**src/colour_gate_defs.vh**
```
// constants for the colour decoder and on/off gating block
`ifndef COLOUR_GATE_DEFS_VH
`define COLOUR_GATE_DEFS_VH

// register bus geometry
`define ADDR_W            4
`define DATA_W            32

// register byte offsets
`define OFS_CTRL          4'h0
`define OFS_STATUS        4'h4
`define OFS_COUNT         4'h8

// control register fields
`define CTRL_CURSOR_STYLE 0
`define CTRL_PRES_INHIBIT 1
`define CTRL_PRES_ENABLE  2
`define CTRL_W            3
`define CTRL_RESET        3'h0

// status register field positions
`define ST_INV_LO         0
`define ST_FORCE_LO       3
`define ST_PRES_ON_N      6
`define ST_NEUTRAL        7
`define ST_LEVEL_LO       8

// channel numbering inside the three-bit vectors
`define CH_BLUE           0
`define CH_RED            1
`define CH_GREEN          2
`define CH_N              3

// video fifo geometry
`define FIFO_DEPTH        8
`define FIFO_AW           3
`define LEVEL_W           4

// pixel counter width
`define PIXCNT_W          32

`endif

```
**src/colour_gate.v**
```verilog
// colour decoder and per-channel on/off video gating with output fifo
// Operation
// - highlight flags, selector intermediates, colour attributes give active-low invert and force
// - covering cursor position drives all three invert signals low
// - sweep zero of message line drives blue invert low
// - transparent cursor: force low where that channel's colour attribute is low
// - ordinary positions: invert and force follow colour attributes and selector intermediates
// - presentation on only with enable high, inhibit 0, enable bit 1, load low
// - cursor style bit one selects transparent cursor, zero selects covering
// - cursor position input is high only at the cursor's character
// - invert level chooses true or complemented final video
// - force high fixes output: on with invert low, off with invert high
// - force low: normal video with invert low, inverted video with invert high
// - neutral low: each channel fed only from its own generator block
// - triple-plane presentation holds all three block selects high
// - neutral high: same video to all channels, colour from force and invert
// - in single-plane mode a high block select marks the working block
// - block selects come from the address rom with unchanged polarity
// - neutral low whenever triple-plane addressing and video on
`timescale 1ns/10ps
`include "colour_gate_defs.vh"
module colour_gate (
  input  wire                  mclk_i,
  input  wire                  rstn_i,
  // register port
  input  wire [`ADDR_W-1:0]    reg_addr_i,
  input  wire [`DATA_W-1:0]    reg_wdata_i,
  input  wire                  reg_wr_i,
  input  wire                  reg_rd_i,
  output reg  [`DATA_W-1:0]    reg_rdata_o,
  // one character pixel of upstream decoder results
  input  wire                  pix_valid_i,
  output wire                  pix_ready_o,
  input  wire                  double_sweep_flag_i,
  input  wire                  sweep_zero_flag_i,
  input  wire                  underline_sweep_flag_i,
  input  wire                  selector_mid_two_i,
  input  wire                  selector_mid_one_i,
  input  wire                  selector_mid_s_n_i,
  input  wire                  attr_blue_n_i,
  input  wire                  attr_red_n_i,
  input  wire                  attr_green_n_i,
  input  wire                  display_enable_i,
  input  wire                  vsync_load_n_i,
  input  wire                  cursor_position_i,
  input  wire                  triple_plane_i,
  input  wire                  video_on_n_i,
  input  wire                  rom_blue_block_sel_i,
  input  wire                  rom_red_block_sel_i,
  input  wire                  rom_green_block_sel_i,
  input  wire                  cg_blue_video_i,
  input  wire                  cg_red_video_i,
  input  wire                  cg_green_video_i,
  // gated colour video towards the monitor
  output reg                   blue_video_out_o,
  output reg                   red_video_out_o,
  output reg                   green_video_out_o,
  output reg                   video_valid_o,
  input  wire                  video_ready_i
);

  // control register and software-visible counter
  reg  [`CTRL_W-1:0]           ctrl;
  reg  [`PIXCNT_W-1:0]         pix_count;

  // decoded per-pixel conditions
  wire                         cursor_style_bit;
  wire                         presentation_inhibit_bit;
  wire                         presentation_enable_bit;
  wire                         presentation_on_n;
  wire                         transparent_cursor_sel;
  wire                         neutral_sel;
  wire                         base_cond;
  wire                         cov_cursor;
  wire                         msg_sweep0;
  wire [`CH_N-1:0]             attr_n;
  wire [`CH_N-1:0]             block_sel;
  wire [`CH_N-1:0]             cg_video;
  wire [`CH_N-1:0]             invert_n;
  wire [`CH_N-1:0]             force_n;
  wire [`CH_N-1:0]             gated_video;
  wire                         any_block_video;

  // snapshot of the last accepted decode, for software visibility
  reg  [`CH_N-1:0]             last_invert_n;
  reg  [`CH_N-1:0]             last_force_n;
  reg                          last_pres_on_n;
  reg                          last_neutral;

  // fifo side signals
  wire                         fifo_ready;
  wire [`CH_N-1:0]             fifo_data;
  wire                         fifo_valid;
  wire                         fifo_take;
  wire [`FIFO_AW:0]            fifo_level;
  wire                         pix_take;
  wire                         out_free;

  // control bit split
  assign cursor_style_bit         = ctrl[`CTRL_CURSOR_STYLE];
  assign presentation_inhibit_bit = ctrl[`CTRL_PRES_INHIBIT];
  assign presentation_enable_bit  = ctrl[`CTRL_PRES_ENABLE];

  // presentation qualifier is active low
  assign presentation_on_n = ~(display_enable_i & ~presentation_inhibit_bit
                               & presentation_enable_bit & ~vsync_load_n_i);

  // cursor style select straight from the control bit
  assign transparent_cursor_sel = cursor_style_bit;

  // neutral low means triple-plane stores feed the channels
  assign neutral_sel = ~(triple_plane_i & ~video_on_n_i);

  // pack channels as blue, red, green
  assign attr_n   = {attr_green_n_i, attr_red_n_i, attr_blue_n_i};
  assign cg_video = {cg_green_video_i, cg_red_video_i, cg_blue_video_i};

  // rom selects pass with their own polarity; triple-plane holds them high
  assign block_sel = {rom_green_block_sel_i, rom_red_block_sel_i, rom_blue_block_sel_i}
                     | {`CH_N{~neutral_sel}};

  // common terms shared by every row of the decode
  assign base_cond  = ~presentation_on_n & ~double_sweep_flag_i;
  // cursor position input marks only the addressed character
  assign cov_cursor = base_cond & ~sweep_zero_flag_i & cursor_position_i
                      & ~transparent_cursor_sel;
  assign msg_sweep0 = base_cond & sweep_zero_flag_i;

  // any working block's video, used only in single-plane mode
  assign any_block_video = |(cg_video & block_sel);

  // per-channel decode and gate, identical for all three colours except the blue-only sweep zero term
  genvar ch;
  generate
    for (ch = 0; ch < `CH_N; ch = ch + 1) begin : g_chan
      wire ord_inv;
      wire ord_force;
      wire tr_force;
      wire sweep_blue;
      wire src;

      // ordinary invert: colour attribute and both intermediates low
      assign ord_inv = base_cond & ~sweep_zero_flag_i & ~selector_mid_two_i
                       & ~selector_mid_one_i & ~attr_n[ch];

      // sweep zero drives invert low only on the blue channel
      assign sweep_blue = (ch == `CH_BLUE) ? msg_sweep0 : 1'b0;

      // invert drops low for covering cursor, sweep zero or colour
      assign invert_n[ch] = ~(cov_cursor | sweep_blue | ord_inv);

      // ordinary force: away from the cursor position
      assign ord_force = base_cond & ~sweep_zero_flag_i & ~underline_sweep_flag_i
                         & selector_mid_s_n_i & ~attr_n[ch] & ~cursor_position_i;

      // transparent cursor keeps the colour of the character
      assign tr_force  = base_cond & ~sweep_zero_flag_i & ~underline_sweep_flag_i
                         & selector_mid_s_n_i & ~attr_n[ch]
                         & transparent_cursor_sel;

      assign force_n[ch] = ~(ord_force | tr_force);

      // own block only in triple-plane, any working block in single-plane
      assign src = neutral_sel ? any_block_video
                               : (cg_video[ch] & block_sel[ch]);

      // final gate: force fixes the level, otherwise invert selects polarity
      assign gated_video[ch] = force_n[ch] ? ~invert_n[ch]
                                           : (src ^ invert_n[ch]);
    end
  endgenerate

  // the decode above is pure logic; the fifo write and the status snapshot register it
  assign pix_take    = pix_valid_i & fifo_ready;
  assign pix_ready_o = fifo_ready;

  // the fifo absorbs short stalls of the monitor side
  video_fifo #(
    .WIDTH (`CH_N),
    .DEPTH (`FIFO_DEPTH),
    .AW    (`FIFO_AW)
  ) u_fifo (
    .mclk_i     (mclk_i),
    .rstn_i     (rstn_i),
    .wr_data_i  (gated_video),
    .wr_valid_i (pix_valid_i),
    .wr_ready_o (fifo_ready),
    .rd_data_o  (fifo_data),
    .rd_valid_o (fifo_valid),
    .rd_ready_i (fifo_take),
    .level_o    (fifo_level)
  );

  // output register is free when empty or being drained this cycle
  assign out_free  = ~video_valid_o | video_ready_i;
  assign fifo_take = out_free;

  // video output register, so every output pin leaves a flip-flop
  always @(posedge mclk_i) begin
    if (!rstn_i) begin
      blue_video_out_o  <= 1'b0;
      red_video_out_o   <= 1'b0;
      green_video_out_o <= 1'b0;
      video_valid_o     <= 1'b0;
    end else if (out_free) begin
      video_valid_o <= fifo_valid;
      if (fifo_valid) begin
        blue_video_out_o  <= fifo_data[`CH_BLUE];
        red_video_out_o   <= fifo_data[`CH_RED];
        green_video_out_o <= fifo_data[`CH_GREEN];
      end
    end
  end

  // snapshot of the last accepted pixel's decode
  always @(posedge mclk_i) begin
    if (!rstn_i) begin
      last_invert_n  <= {`CH_N{1'b1}};
      last_force_n   <= {`CH_N{1'b1}};
      last_pres_on_n <= 1'b1;
      last_neutral   <= 1'b1;
    end else if (pix_take) begin
      last_invert_n  <= invert_n;
      last_force_n   <= force_n;
      last_pres_on_n <= presentation_on_n;
      last_neutral   <= neutral_sel;
    end
  end

  // accepted pixel counter, wraps silently; software clears it by write
  always @(posedge mclk_i) begin
    if (!rstn_i)
      pix_count <= {`PIXCNT_W{1'b0}};
    else if (reg_wr_i && reg_addr_i == `OFS_COUNT)
      pix_count <= {`PIXCNT_W{1'b0}};
    else if (pix_take)
      pix_count <= pix_count + {{(`PIXCNT_W-1){1'b0}}, 1'b1};
  end

  // control register write; bits above the field are ignored
  always @(posedge mclk_i) begin
    if (!rstn_i)
      ctrl <= `CTRL_RESET;
    else if (reg_wr_i && reg_addr_i == `OFS_CTRL)
      ctrl <= reg_wdata_i[`CTRL_W-1:0];
  end

  // read data stand one cycle after the strobe, zero otherwise
  always @(posedge mclk_i) begin
    if (!rstn_i) begin
      reg_rdata_o <= {`DATA_W{1'b0}};
    end else if (reg_rd_i) begin
      case (reg_addr_i)
        `OFS_CTRL: begin
          reg_rdata_o <= {{(`DATA_W-`CTRL_W){1'b0}}, ctrl};
        end
        `OFS_STATUS: begin
          reg_rdata_o <= {{(`DATA_W-`ST_LEVEL_LO-`LEVEL_W){1'b0}}, fifo_level,
                          last_neutral, last_pres_on_n, last_force_n, last_invert_n};
        end
        `OFS_COUNT: begin
          reg_rdata_o <= pix_count;
        end
        default: begin
          reg_rdata_o <= {`DATA_W{1'b0}};
        end
      endcase
    end else begin
      reg_rdata_o <= {`DATA_W{1'b0}};
    end
  end

endmodule // colour_gate

```
**src/video_fifo.v**
```verilog
// small synchronous fifo with registered read data and registered flags
`timescale 1ns/10ps
module video_fifo #(
  parameter WIDTH = 3,
  parameter DEPTH = 8,
  parameter AW    = 3
) (
  input  wire             mclk_i,
  input  wire             rstn_i,
  input  wire [WIDTH-1:0] wr_data_i,
  input  wire             wr_valid_i,
  output reg              wr_ready_o,
  output reg  [WIDTH-1:0] rd_data_o,
  output reg              rd_valid_o,
  input  wire             rd_ready_i,
  output reg  [AW:0]      level_o
);

  // full mark at the counter's width, so the compare below drops no bits
  localparam [AW:0] FULL_MARK = DEPTH;

  reg [WIDTH-1:0] mem [0:DEPTH-1];
  reg [AW-1:0]    wr_ptr;
  reg [AW-1:0]    rd_ptr;
  reg [AW:0]      count;
  reg [AW:0]      next_count;
  wire            push;
  wire            pop;
  wire            stage_free;

  // output register refills whenever it is empty or being taken and the array holds data
  assign stage_free = ~rd_valid_o | rd_ready_i;
  assign push       = wr_valid_i & wr_ready_o;
  assign pop        = stage_free & (count != {(AW+1){1'b0}});

  // occupancy of the storage array, not counting the output register
  always @* begin
    next_count = count;
    if (push & ~pop)
      next_count = count + {{AW{1'b0}}, 1'b1};
    else if (pop & ~push)
      next_count = count - {{AW{1'b0}}, 1'b1};
  end

  // storage array needs no reset, pointers guard its contents
  always @(posedge mclk_i) begin
    if (push)
      mem[wr_ptr] <= wr_data_i;
  end

  // pointers, flags and the read register
  always @(posedge mclk_i) begin
    if (!rstn_i) begin
      wr_ptr     <= {AW{1'b0}};
      rd_ptr     <= {AW{1'b0}};
      count      <= {(AW+1){1'b0}};
      wr_ready_o <= 1'b0;
      rd_valid_o <= 1'b0;
      rd_data_o  <= {WIDTH{1'b0}};
      level_o    <= {(AW+1){1'b0}};
    end else begin
      if (push)
        wr_ptr <= wr_ptr + {{(AW-1){1'b0}}, 1'b1};
      if (pop) begin
        rd_ptr     <= rd_ptr + {{(AW-1){1'b0}}, 1'b1};
        rd_data_o  <= mem[rd_ptr];
        rd_valid_o <= 1'b1;
      end else if (rd_ready_i) begin
        rd_valid_o <= 1'b0;
      end
      count      <= next_count;
      level_o    <= next_count;
      // registered full flag: ready only with a free slot next cycle
      wr_ready_o <= (next_count != FULL_MARK);
    end
  end

endmodule // video_fifo
```
**config.mk**
```make
export PLATFORM = sky130hd
export DESIGN_NAME = colour_gate
export DESIGN_NICKNAME = d
export VERILOG_FILES = /design/src/colour_gate.v /design/src/video_fifo.v
export VERILOG_INCLUDE_DIRS = /design/src
export SDC_FILE = /design/constraint.sdc
export NUM_CORES = 1
export LEC_CHECK = 0
export BUFFER_PORTS_ARGS = -buffer_cell sky130_fd_sc_hd__buf_2
export CAP_MARGIN = 10
export CORE_MARGIN = 3
export CORE_UTILIZATION = 49
export DETAILED_ROUTE_END_ITERATION = 16
export PLACE_DENSITY_LB_ADDON = 0.25
export SYNTH_ARGS = -nofsm -noshare
export SYNTH_HDL_FRONTEND = slang
export SYNTH_SLANG_ARGS = --single-unit
```
**constraint.sdc**
```tcl
create_clock -name mclk_i -period 1.85 [get_ports mclk_i]
set_clock_uncertainty 0.15 [all_clocks]
set_input_delay 0 -clock mclk_i [delete_from_list [all_inputs] [get_ports mclk_i]]
set_output_delay 0 -clock mclk_i [all_outputs]
set_load 0.005 [all_outputs]
```
### After elaboration in Yosys (flattened, before gate mapping)

Memory sizes are Yosys's and may differ from the RTL's. A register that Yosys moved wholly into a read port is not among the register bits.
Cells that the tools add are included.

* register bits after elaboration: 91
* RAM bits: 24
* input bits: 62
* output and inout port bits: 37
* logic and storage cells: 120
* memories: 1

* $add $sub $neg: 5
* equality and inequality tests: 3
* muxes and demuxes: 13
* bitwise operators: 72
* reductions and logical operators: 10

Memories
* u_fifo.mem: depth 8, width 3, read ports 1, clocked after Yosys merged registers in 1, wr ports 1, RTL line video_fifo.v:22 `reg [WIDTH-1:0] mem [0:DEPTH-1];`

Operators by type and width (number)
* 32-bit one-hot mux with 3 select lines: 1
* 32-bit by 1-bit adder with 32-bit output (second input constant): 1
* 1-bit bitwise AND: 32
* 1-bit inverter: 26
* 1-bit two-way mux: 10
* 1-bit OR: 9
* 4-bit two-way mux: 2
* 3-bit by 1-bit adder with 3-bit output (second input constant): 2
* 4-bit by 1-bit adder with 4-bit output (second input constant): 1
* 4-bit by 3-bit equality test with 1-bit output (second input constant): 1
* 4-bit equality test (second input constant): 1
* 4-bit zero test: 1
* 4-bit inequality test (second input constant): 1
* 2-bit AND reduction: 2
* 4-bit nonzero test: 1
* 4-bit by 1-bit subtractor with 4-bit output (second input constant): 1
* 3-bit bitwise AND: 1
* 3-bit OR: 1
* 3-bit OR reduction: 1
* 1-bit bitwise XOR: 3
* 1-bit logical AND: 2
* 2-bit nonzero test: 1
* 2-bit OR reduction: 1
* 1-bit zero test: 1

### Logic depth before layout (Yosys ltp)

Gate-level depths: netlist of the first run.

* word-level depth: 13
* gate-level depth with buffers: 8
* depth with buffers taken out: 7

### Modules after synthesis

A second synthesis of the first run with hierarchy kept.

* cells, all modules: 478
* area total of the unflattened synthesis: 4880.9 um2

Modules (own cells, without submodules)
* colour_gate: instances 1, cells an instance 347, area an instance 3185.6 um2, sequential area each 1581.5 um2
* video_fifo: instances 1, cells an instance 131, area an instance 1695.4 um2, sequential area each 1021.0 um2

### Least setup slack after synthesis of the first run

Ideal clock, no wire load.

* kind: reg2reg
* from: register pix_count[0]
* to: register pix_count[30]
* library setup time: 115 ps
* arrival: 1790 ps
* required time: 1585 ps
* path slack: -205 ps
* cell stages (with the launch flop): 8
* path buffers: 1
* period minus slack after synthesis: 2055 ps
* path through: dfxtp_1 -> ha_1 -> nand4_2 -> or4_4 -> buf_6 -> nor4_4 -> xnor2_1 -> nor2_2

* cells in the longest elaborated chain, start to end: 1

Ends and longest elaborated chain
* start: declaration: RTL line colour_gate.v:64 `` reg [`PIXCNT_W-1:0] pix_count; ``
* start signal: assignment: RTL line colour_gate.v:233 `` pix_count <= {`PIXCNT_W{1'b0}}; ``
* start signal: assignment: RTL line colour_gate.v:235 `` pix_count <= {`PIXCNT_W{1'b0}}; ``
* start signal: assignment: RTL line colour_gate.v:237 `` pix_count <= pix_count + {{(`PIXCNT_W-1){1'b0}}, 1'b1}; ``
* 32-bit by 1-bit adder with 32-bit output: RTL line colour_gate.v:237

No other way between the ends.
A chain may end at the register's enable or synchronous reset.

### Final worst setup path of the first run

Same ends and word-level chain as after synthesis.

==> impl_metrics.py, run 1 <==
metrics = {
    "status": {
        "violations": "setup timing",
        "status": "finished, violations left",
    },
    "synthesis": {
        "synth_cell_types": 49,
        "netlist.area_leader.share_pct": 38.9,
        "synth_edf_count": 24,
        "yosysMostFrequentCell": "dfxtp_1",
        "ys_ff_latch": 118,
        "synth_flop_cell": "dfxtp_1",
        "synthCells": 479,
        "synth_fp_nets": 546,
        "synth_common_cells": "dfxtp_1 (94), nor2_1 (73), nand2_1 (40)",
        "yosys.area.top_type": "dfxtp_1",
        "avgSynthCellArea_sq_um": 10.1,
        "synthesis.area_sq_um": 4840,
        "yosysSeqAreaShare_pct": 53.7,
        "yosysWarnings": 0,
        "ys_async_sr_fraction_pct": 0,
        "yosys-top-cells-area": "dfxtp_1 (39%), edfxtp_1 (15%), xnor2_1 (5.8%), nor2_1 (5.7%), and2_1 (3.2%)",
    },
    "finish": {
        "syn2layout_area_growth_pct": 45.2,
        "seq_area_sq_um": 2610,
        "multi_input_area_sq_um": 2380,
        "diodes": 0,
        "num-fill-cells": 618,
        "layout-drive-gt1-share_pct": 35.4,
        "fin_area_sq_um": 7030,
        "finalNonFillerCells": 787,
        "finish.net_count": 712,
    },
    "drt": {
        "wl_um": 12000,
        "drtAntennaViolNets": 0,
        "num_vias": 4098,
        "drtIter0Drc": 194,
        "drc_errors": 0,
        "viasPerCell": 5.21,
        "drtPass1Iterations": 4,
        "wl_per_cell_um": 15.3,
    },
    "timing": {
        "period_share_pct": 111,
        "hold_violations": 0,
        "holdWs_ns": 0.0587,
        "max_freq_ghz": 0.486,
        "worst_pin_slew_ns": 0.524,
        "maxSlewHeadroom_pct": 64.7,
        "rsz0062_at_grt": "yes",
        "setup_slack_ns": -0.206,
        "drv_slew": 0,
        "min_period_ns": 2.06,
        "setup_viol": 15,
    },
    "place": {
        "post-place-cells": 705,
        "postPlaceCellArea_sq_um": 5670,
        "port_buffers": 69,
        "dp.final_hpwl_um": 7070,
        "gp_congestion": 0.811,
        "place_ws_ns": -0.127,
    },
    "cts": {
        "clk_latency_ns": 0.50,
        "cts.clk_slew.worst_paths_ns": 0.06,
        "cts-buffers-inserted": 17,
        "root_buffer": "clkbuf_8",
        "clock_path_buffers": 2,
        "cts_tree": "built",
        "cts.sinks": 118,
        "htree_levels": 4,
    },
    "setup_path": {
        "crit_type": "reg2reg",
        "setup.worst_path.end_class": "flip-flop",
        "arrival_ns": 2.28,
        "cpMaxStageDelayCell": "or4_4",
        "critPathLaunchType": "flip-flop",
        "max_stage_delay_ns": 0.60,
        "crit_fanout": 5,
        "path_cells": "ha_4 > nand4_4 > or4_4 > nor4_4 > xnor2_1 > nor2_2",
        "cp.required_ns": 2.08,
    },
    "grt": {
        "grt_overflow_total": 0,
        "grt_pass1_wl_um": 18900,
        "antenna_found_initial": 0,
        "grt_start_max_net_pins": 33,
        "grt_util_met2_pct": 37.5,
        "grt_pass1_vias": 4135,
        "grtUsageTotal_pct": 21.2,
        "grtUsageMet1_pct": 23.9,
        "met3_usage_pct": 6.12,
        "busiest_layer": "met2",
    },
    "min_path": {
        "min_path_type": "in2reg",
    },
    "power_and_ir_drop": {
        "peakVddDrop_v": 0.000589,
        "leakage_nw": 2.83,
        "powerDensity_nw_per_um2": 1170,
        "power_w": 0.00825,
    },
    "die": {
        "num_rows": 35,
        "die_y_um": 105,
        "coreArea_sq_um": 9420,
        "die_x_um": 105,
        "initial_core_util_pct": 51.4,
        "boundaryPins": 99,
        "die_area_sq_um": 11100,
    },
    "flow_run": {
        "maxCapViolCount": 0,
    },
}
==> area by class of cell <==
type | count | area share (%)
clock buffer | 25 | 6.74
tap | 129 | 2.29
inverter | 11 | 0.587
sequential | 118 | 37.2
clock inverter | 7 | 1.69
timing repair buffer | 170 | 17.6
multi-input combinational | 327 | 33.9
==> cell usage in the layout, fill, tap and decap left out, drive strengths merged, types with 3 or more instances in the layout <==
cell and n:
clkbuf 26, and2 25, mux4 6, xnor2 32
bufinv 3, o21ai 7, inv 10, or4 3
mux2i 14, nor3 23, nand2b 5, nor4 6
nand4 11, edfxtp 24, nand2 40, ha 5
nor2 74, dlygate4sd3 30, dfxtp 94, nand3 12
xor2 7, clkinv 3, a22oi 10, a21oi 12
and4 4, a211oi 4, buf 139, o211ai 4
nor2b 3
==> cell families (layout without fill, tap and decap cells) <==
kind of cell,Yosys count,count (layout),synth area share [%]
compound gates,44,44,5.97
buf+inv,35,213,3.39
flops,118,118,53.7
fa+ha+maj,5,5,1.29
simple gates,218,219,22.9
mux,20,20,5.68
xor+xnor,39,39,7.05
==> worst paths after layout <==
path / from / end / slack [ns] / cells past startpoint
hold reg to reg: pix_count[31]$_SDFFE_PP0P_ / reg_rdata_o[31]$_SDFF_PN0_ / 0.30 / 1
setup / recovery: pix_count[0]$_SDFFE_PP0P_ / pix_count[30]$_SDFFE_PP0P_ / -0.21 / 6
hold / removal: cg_green_video_i / u_fifo.mem[4][2]$_DFFE_PP_ / 0.06 / 6
setup reg to reg: pix_count[0]$_SDFFE_PP0P_ / pix_count[30]$_SDFFE_PP0P_ / -0.21 / 6
==> layer usage <==
| layer | share of wire, % | vias to the layer above | routed length (um) |
|---|---|---|---|
| met5 | 0 | - | 0 |
| met4 | 2.0 | 0 | 237 |
| met3 | 4.9 | 24 | 593 |
| met2 | 53 | 123 | 6320 |
| met1 | 41 | 1957 | 4880 |
| li1 | - | 1994 | - |
==> timing repair <==
item                                   4_1_cts  5_1_grt
resized for setup                           22       43
buffers inserted                            12        7
setup endpoints to repair                   26       51
hold buffers                                30        0
cloned                                       1        1
endpoints found under the hold margin      118        0
pin swaps                                    9       28
==> stage by stage <==
stage	TNS, ns	util (%)
after floorplan	-0.430	-
after global placement	-0.515	60.2
after detailed placement	-1.02	60.2
after CTS	-0.679	71.6
after global routing	-3.72	74.7
final	-1.37	74.7
==> where the power goes <==
group	internal, W	switching (W)	total, W	leakage, nW
Clock	0.00216	0.00110	0.00325	0.283
Sequential	0.00284	0.000170	0.00301	0.953
Combinational	0.00109	0.000902	0.00199	1.59
Total	0.00609	0.00217	0.00825	2.83
==> sequential cells by signal (all words and copies together), names as in the netlist, 3 cells and up <==
signal            cells
u_fifo.level_o        4
u_fifo.wr_ptr         3
ctrl                  3
last_force_n          3
last_invert_n         3
pix_count            32
u_fifo.rd_data_o      3
u_fifo.rd_ptr         3
reg_rdata_o          32
u_fifo.mem           24
==> critical path: cells and delay by family (launching register included) <==
family	cells	cell delay, ns
xor gates and xnor gates	1	0.19
DFF	1	0.35
adders and majority gates	1	0.15
and+or+nand+nor	4	1.08
Power figures use the tool's default switching activity.
==> run 2, diff against run 1 <==
--- a/config.mk
+++ b/config.mk
@@ -11,6 +11,7 @@
 export CORE_MARGIN = 3
 export CORE_UTILIZATION = 49
 export DETAILED_ROUTE_END_ITERATION = 16
+export MAX_ROUTING_LAYER = met4
 export PLACE_DENSITY_LB_ADDON = 0.25
 export SYNTH_ARGS = -nofsm -noshare
 export SYNTH_HDL_FRONTEND = slang
==> run 2 against run 1 <==
- the flow still finishes with violations (setup timing)
- combinational power about the same
- non-clock buffer count unchanged
- utilization unchanged
- wire length up 0.11%
- critical path depth unchanged
- clock power about the same
- global-route usage up 0.61 points
- sequential power about the same
- fmax down 0.47%
- sequential share of layout area unchanged
- critical endpoint unchanged
- largest cell class unchanged
==> impl_metrics.py, run 2 (same netlist as run 1, synthesis figures left out) <==
metrics = {
    "status": {
        "status": "finished, violations left",
        "violations": "setup timing",
    },
    "place": {
        "dp.final_hpwl_um": 7070,
        "port_buffers": 69,
        "place_ws_ns": -0.127,
        "gp_congestion": 0.823,
        "postPlaceCellArea_sq_um": 5670,
    },
    "cts": {
        "clk_latency_ns": 0.51,
        "htree_levels": 4,
        "clock_path_buffers": 2,
        "cts.clk_slew.worst_paths_ns": 0.06,
        "cts_tree": "built",
        "cts.sinks": 118,
        "root_buffer": "clkbuf_8",
        "cts-buffers-inserted": 17,
    },
    "die": {
        "num_rows": 35,
        "boundaryPins": 99,
        "die_x_um": 105,
        "initial_core_util_pct": 51.4,
        "die_area_sq_um": 11100,
        "coreArea_sq_um": 9420,
        "die_y_um": 105,
    },
    "grt": {
        "antenna_found_initial": 0,
        "grtUsageTotal_pct": 21.8,
        "grt_pass1_vias": 4139,
        "grt_start_max_net_pins": 33,
        "grt_pass1_wl_um": 18900,
        "grt_overflow_total": 0,
    },
    "drt": {
        "drc_errors": 0,
        "drtIter0Drc": 182,
        "drtPass1Iterations": 5,
        "viasPerCell": 5.22,
        "wl_per_cell_um": 15.3,
        "num_vias": 4111,
        "wl_um": 12000,
        "drtAntennaViolNets": 0,
    },
    "finish": {
        "layout-drive-gt1-share_pct": 35.4,
        "diodes": 0,
        "fin_util_pct": 74.7,
        "fin_area_sq_um": 7030,
        "num-fill-cells": 618,
        "finish.net_count": 712,
        "layout_commonest_cell": "dfxtp_1",
        "top_regs": "pix_count: 32 flops, reg_rdata_o: 32 flops, u_fifo.mem: 24 flops",
        "syn2layout_area_growth_pct": 45.2,
        "final_cell_mix": "dfxtp_1 (85), buf_2 (69), nor2_1 (68)",
    },
    "timing": {
        "drv_slew": 0,
        "worst_pin_slew_ns": 0.524,
        "rsz0062_at_grt": "yes",
        "setup_viol": 15,
        "min_period_ns": 2.07,
        "hold_violations": 0,
        "period_share_pct": 112,
        "max_freq_ghz": 0.484,
        "setup_slack_ns": -0.216,
        "maxSlewHeadroom_pct": 64.7,
    },
    "power_and_ir_drop": {
        "peakVddDrop_v": 0.000590,
        "power_w": 0.00827,
        "leakage_nw": 2.83,
        "powerDensity_nw_per_um2": 1180,
    },
    "flow_run": {
        "maxCapViolCount": 0,
    },
    "setup_path": {
        "crit_type": "reg2reg",
        "critPathLaunchType": "flip-flop",
        "arrival_ns": 2.30,
        "crit_fanout": 5,
        "setup.worst_path.end_class": "flip-flop",
        "cp.required_ns": 2.08,
    },
    "min_path": {
        "min_path_type": "in2reg",
    },
}
[run 2: cell counts in the layout (fill, tap and decap cells not counted)]
Identical to the previous run, type by type.
[run 2: worst paths after layout]
kind / from / to / slack, ns / cells past startpoint
setup / recovery: pix_count[0]$_SDFFE_PP0P_ / pix_count[30]$_SDFFE_PP0P_ / -0.22 / 6
hold / removal: reg_addr_i[0] / reg_rdata_o[3]$_SDFF_PN0_ / 0.05 / 5
setup reg to reg: pix_count[0]$_SDFFE_PP0P_ / pix_count[30]$_SDFFE_PP0P_ / -0.22 / 6
hold reg to reg: pix_count[31]$_SDFFE_PP0P_ / reg_rdata_o[31]$_SDFF_PN0_ / 0.30 / 1
[run 2: worst max-delay path, stage by stage, from the launching register on]
cell and delay (ns):
dfxtp_2 0.35, ha_4 0.15, nand4_4 0.11, or4_4 0.60, nor4_4 0.33, xnor2_1 0.20
nor2_2 0.04
[run 2: power by group]
part | total [W] | switching (W) | internal, W
Sequential | 0.00301 | 0.000172 | 0.00284
Clock | 0.00327 | 0.00111 | 0.00216
Combinational | 0.00199 | 0.000902 | 0.00109
Total | 0.00827 | 0.00218 | 0.00609
[run 2: cell type report]
type                       instances  area [sq um]  share of cell area (%)
clock buffer                      25           474                    6.74
clock inverter                     7           119                    1.69
multi-input combinational        327          2380                    33.9
timing repair buffer             170          1240                    17.6
tap                              129           161                    2.29
inverter                          11          41.3                   0.587
sequential                       118          2610                    37.2
[run 2: layer usage]
| layer | up-vias | wire, um | GRT usage [%] |
|---|---|---|---|
| met5 | - | 0 | - |
| met4 | 0 | 235 | 8.62 |
| met3 | 25 | 643 | 5.76 |
| met2 | 137 | 6320 | 37.5 |
| met1 | 1959 | 4850 | 24.1 |
| li1 | 1990 | - | - |
[run 2: timing repair]
item	in CTS	in global routing
cloned	1	1
endpoints found under the hold margin	118	0
setup endpoints to repair	26	51
pin swaps	9	28
buffers inserted	12	7
hold buffers	30	0
gates resized for setup	22	43
[run 2: per-stage QoR]
stage / cells / hold WS (ns) / TNS (ns)
global placement: 705 / 0.0832 / -0.515
finish: 787 / 0.0547 / -1.39
detailed placement: 705 / 0.0881 / -1.02
CTS: 780 / 0.00834 / -0.679
floorplan: 479 / -0.00606 / -0.430
global route: 787 / 0.0622 / -3.67
==> run 3, diff against run 2 <==
--- a/config.mk
+++ b/config.mk
@@ -9,7 +9,8 @@
 export BUFFER_PORTS_ARGS = -buffer_cell sky130_fd_sc_hd__buf_2
 export CAP_MARGIN = 10
 export CORE_MARGIN = 3
-export CORE_UTILIZATION = 49
+export CORE_UTILIZATION = 51
+export CTS_BUF_LIST = sky130_fd_sc_hd__clkbuf_8
 export DETAILED_ROUTE_END_ITERATION = 16
 export MAX_ROUTING_LAYER = met4
 export PLACE_DENSITY_LB_ADDON = 0.25
==> run 3 against run 2 <==
- the run still ends with setup timing left
- via count is 3.6% lower
- worst hold slack lost 0.020 ns
- final area decreased by 7.1%
- die area down 3.7%
- register-to-register slack better by 0.10 ns
- flip-flop and latch count unchanged
- count of clock-buffer cells in the layout shrank 7
- wire length fell by 7.3%
- global-route usage up 0.32 points
- critical path type unchanged
==> impl_metrics.py, run 3 (same netlist as run 1, synthesis figures left out) <==
metrics = {
    "power_and_ir_drop": {
        "peakVddDrop_v": 0.000660,
        "power_w": 0.00680,
        "leakage_nw": 2.61,
        "powerDensity_nw_per_um2": 1040,
    },
    "die": {
        "die_y_um": 103,
        "die_x_um": 103,
        "boundaryPins": 99,
        "num_rows": 34,
        "coreArea_sq_um": 8980,
        "initial_core_util_pct": 53.9,
        "die_area_sq_um": 10700,
    },
    "setup_path": {
        "critPathBufInv": 0,
        "critPathLaunchType": "flip-flop",
        "cp.required_ns": 2.06,
        "arrival_ns": 2.17,
        "crit_fanout": 5,
        "crit_top_cell": "or4_4",
        "setup.worst_path.end_class": "flip-flop",
        "max_stage_delay_ns": 0.58,
        "path_cells": "ha_4 > nand4_4 > or4_4 > or4_4 > a21oi_2",
        "critical_path.top_delay_family": "simple AND/OR/NAND/NOR gates",
        "crit_type": "reg2reg",
        "cpMaxStageDelayCell": "or4_4",
        "r2r_slack_ns": -0.11,
    },
    "finish": {
        "finalNonFillerCells": 762,
        "layout-drive-gt1-share_pct": 34.1,
        "finish.net_count": 690,
        "layout_commonest_cell": "dfxtp_1",
        "fin_area_sq_um": 6530,
        "top_regs": "pix_count: 32 flops, reg_rdata_o: 32 flops, u_fifo.mem: 24 flops",
        "syn2layout_area_growth_pct": 34.9,
        "fin_util_pct": 72.8,
        "diodes": 0,
        "final_cell_mix": "dfxtp_1 (86), nor2_1 (70), buf_2 (69)",
    },
    "drt": {
        "drtPass1Iterations": 4,
        "drc_errors": 0,
        "wl_per_cell_um": 14.7,
        "drtAntennaViolNets": 0,
        "wl_met1_um": 4670,
        "wl_um": 11200,
        "met3_length_um": 607,
        "drtIter0Drc": 153,
        "viasPerCell": 5.20,
        "num_vias": 3961,
        "met2WireLength_um": 5680,
        "top_layer_used": "met4",
    },
    "place": {
        "port_buffers": 69,
        "dp.final_hpwl_um": 7050,
        "place_ws_ns": -0.119,
        "gp_congestion": 0.798,
        "post-place-cells": 701,
        "postPlaceCellArea_sq_um": 5660,
    },
    "timing": {
        "worst_pin_slew_ns": 0.554,
        "drv_slew": 0,
        "min_period_ns": 1.96,
        "maxSlewHeadroom_pct": 62.7,
        "rsz0062_at_grt": "yes",
        "setup_viol": 13,
        "hold_violations": 0,
        "setup_slack_ns": -0.114,
        "max_freq_ghz": 0.509,
        "period_share_pct": 106,
    },
    "cts": {
        "cts-buffers-inserted": 17,
        "cts.clk_slew.worst_paths_ns": 0.07,
        "cts.sinks": 118,
        "clock_path_buffers": 2,
        "cts_tree": "built",
        "root_buffer": "clkbuf_8",
        "htree_levels": 4,
        "clk_latency_ns": 0.43,
    },
    "flow_run": {
        "maxCapViolCount": 0,
    },
    "grt": {
        "grt_pass1_vias": 3875,
        "antenna_found_initial": 0,
        "grt_pass1_wl_um": 17700,
        "grtUsageTotal_pct": 22.1,
        "grt_overflow_total": 0,
        "grt_start_max_net_pins": 33,
    },
    "status": {
        "violations": "setup timing",
        "status": "finished, violations left",
    },
    "min_path": {
        "min_path_type": "in2reg",
    },
}
## run 3: cell count changes in the layout (fill, tap and decap cells not counted), moves of 3 or more
cell | previous run | this run
clkbuf_16 | 17 | 0
clkbuf_8 | 4 | 18
buf_6 | 10 | 2
buf_4 | 59 | 53
dlygate4sd3_1 | 30 | 24
clkbuf_1 | 5 | 0
nor2_4 | 4 | 0
clkinv_2 | 1 | 4
## run 3: routing by layer
layer,track usage (%),up-vias
met5,-,-
li1,-,1942
met1,25.6,1869
met2,37.5,131
met4,7.67,0
met3,5.37,19
## run 3: path summary, 6_finish.rpt
kind	start	end	cells after the start
max	pix_count[0]$_SDFFE_PP0P_	pix_count[28]$_SDFFE_PP0P_	5
min	pix_valid_i	pix_count[1]$_SDFFE_PP0P_	5
max reg2reg	pix_count[0]$_SDFFE_PP0P_	pix_count[28]$_SDFFE_PP0P_	5
min reg2reg	pix_count[31]$_SDFFE_PP0P_	reg_rdata_o[31]$_SDFF_PN0_	1
## run 3: repair_timing
item | 4_1_cts | 5_1_grt
hold buffers | 25 | 0
buffers inserted | 2 | 2
cloned | 1 | 0
endpoints found under the setup margin | 17 | 55
endpoints found under the hold margin | 46 | 0
pin swaps | 12 | 9
gates resized for setup | 16 | 31
## run 3: worst reg2reg max path, delay by kind of cell (launching register included)
kind | cells | cell delay (ns)
simple gates | 3 | 1.13
flops | 1 | 0.36
fa+ha+maj | 1 | 0.15
compound gates | 1 | 0.12
## run 3: stage by stage
| step | hold WS, ns | TNS, ns |
|---|---|---|
| global placement | 0.0838 | -0.425 |
| CTS | 0.0120 | -0.495 |
| finish | 0.0347 | -0.731 |
| detailed placement | 0.0927 | -0.853 |
| floorplan | -0.00606 | -0.430 |
| global route | 0.0491 | -2.01 |
## run 3: cell type report
class | count | area [sq um]
clock buffer | 18 | 248
sequential | 118 | 2610
tap | 126 | 158
inverter | 11 | 41.3
fill | 635 | 2440
timing repair buffer | 148 | 1010
multi-input combinational | 327 | 2330
clock inverter | 14 | 136
## run 3: power breakdown
part           leakage [nW]  total (W)  switching (W)  internal (W)
Sequential            0.953    0.00303       0.000203       0.00283
Clock                 0.197    0.00225        0.00104       0.00122
Combinational          1.46    0.00152       0.000699      0.000818
Total                  2.61    0.00680        0.00194       0.00487
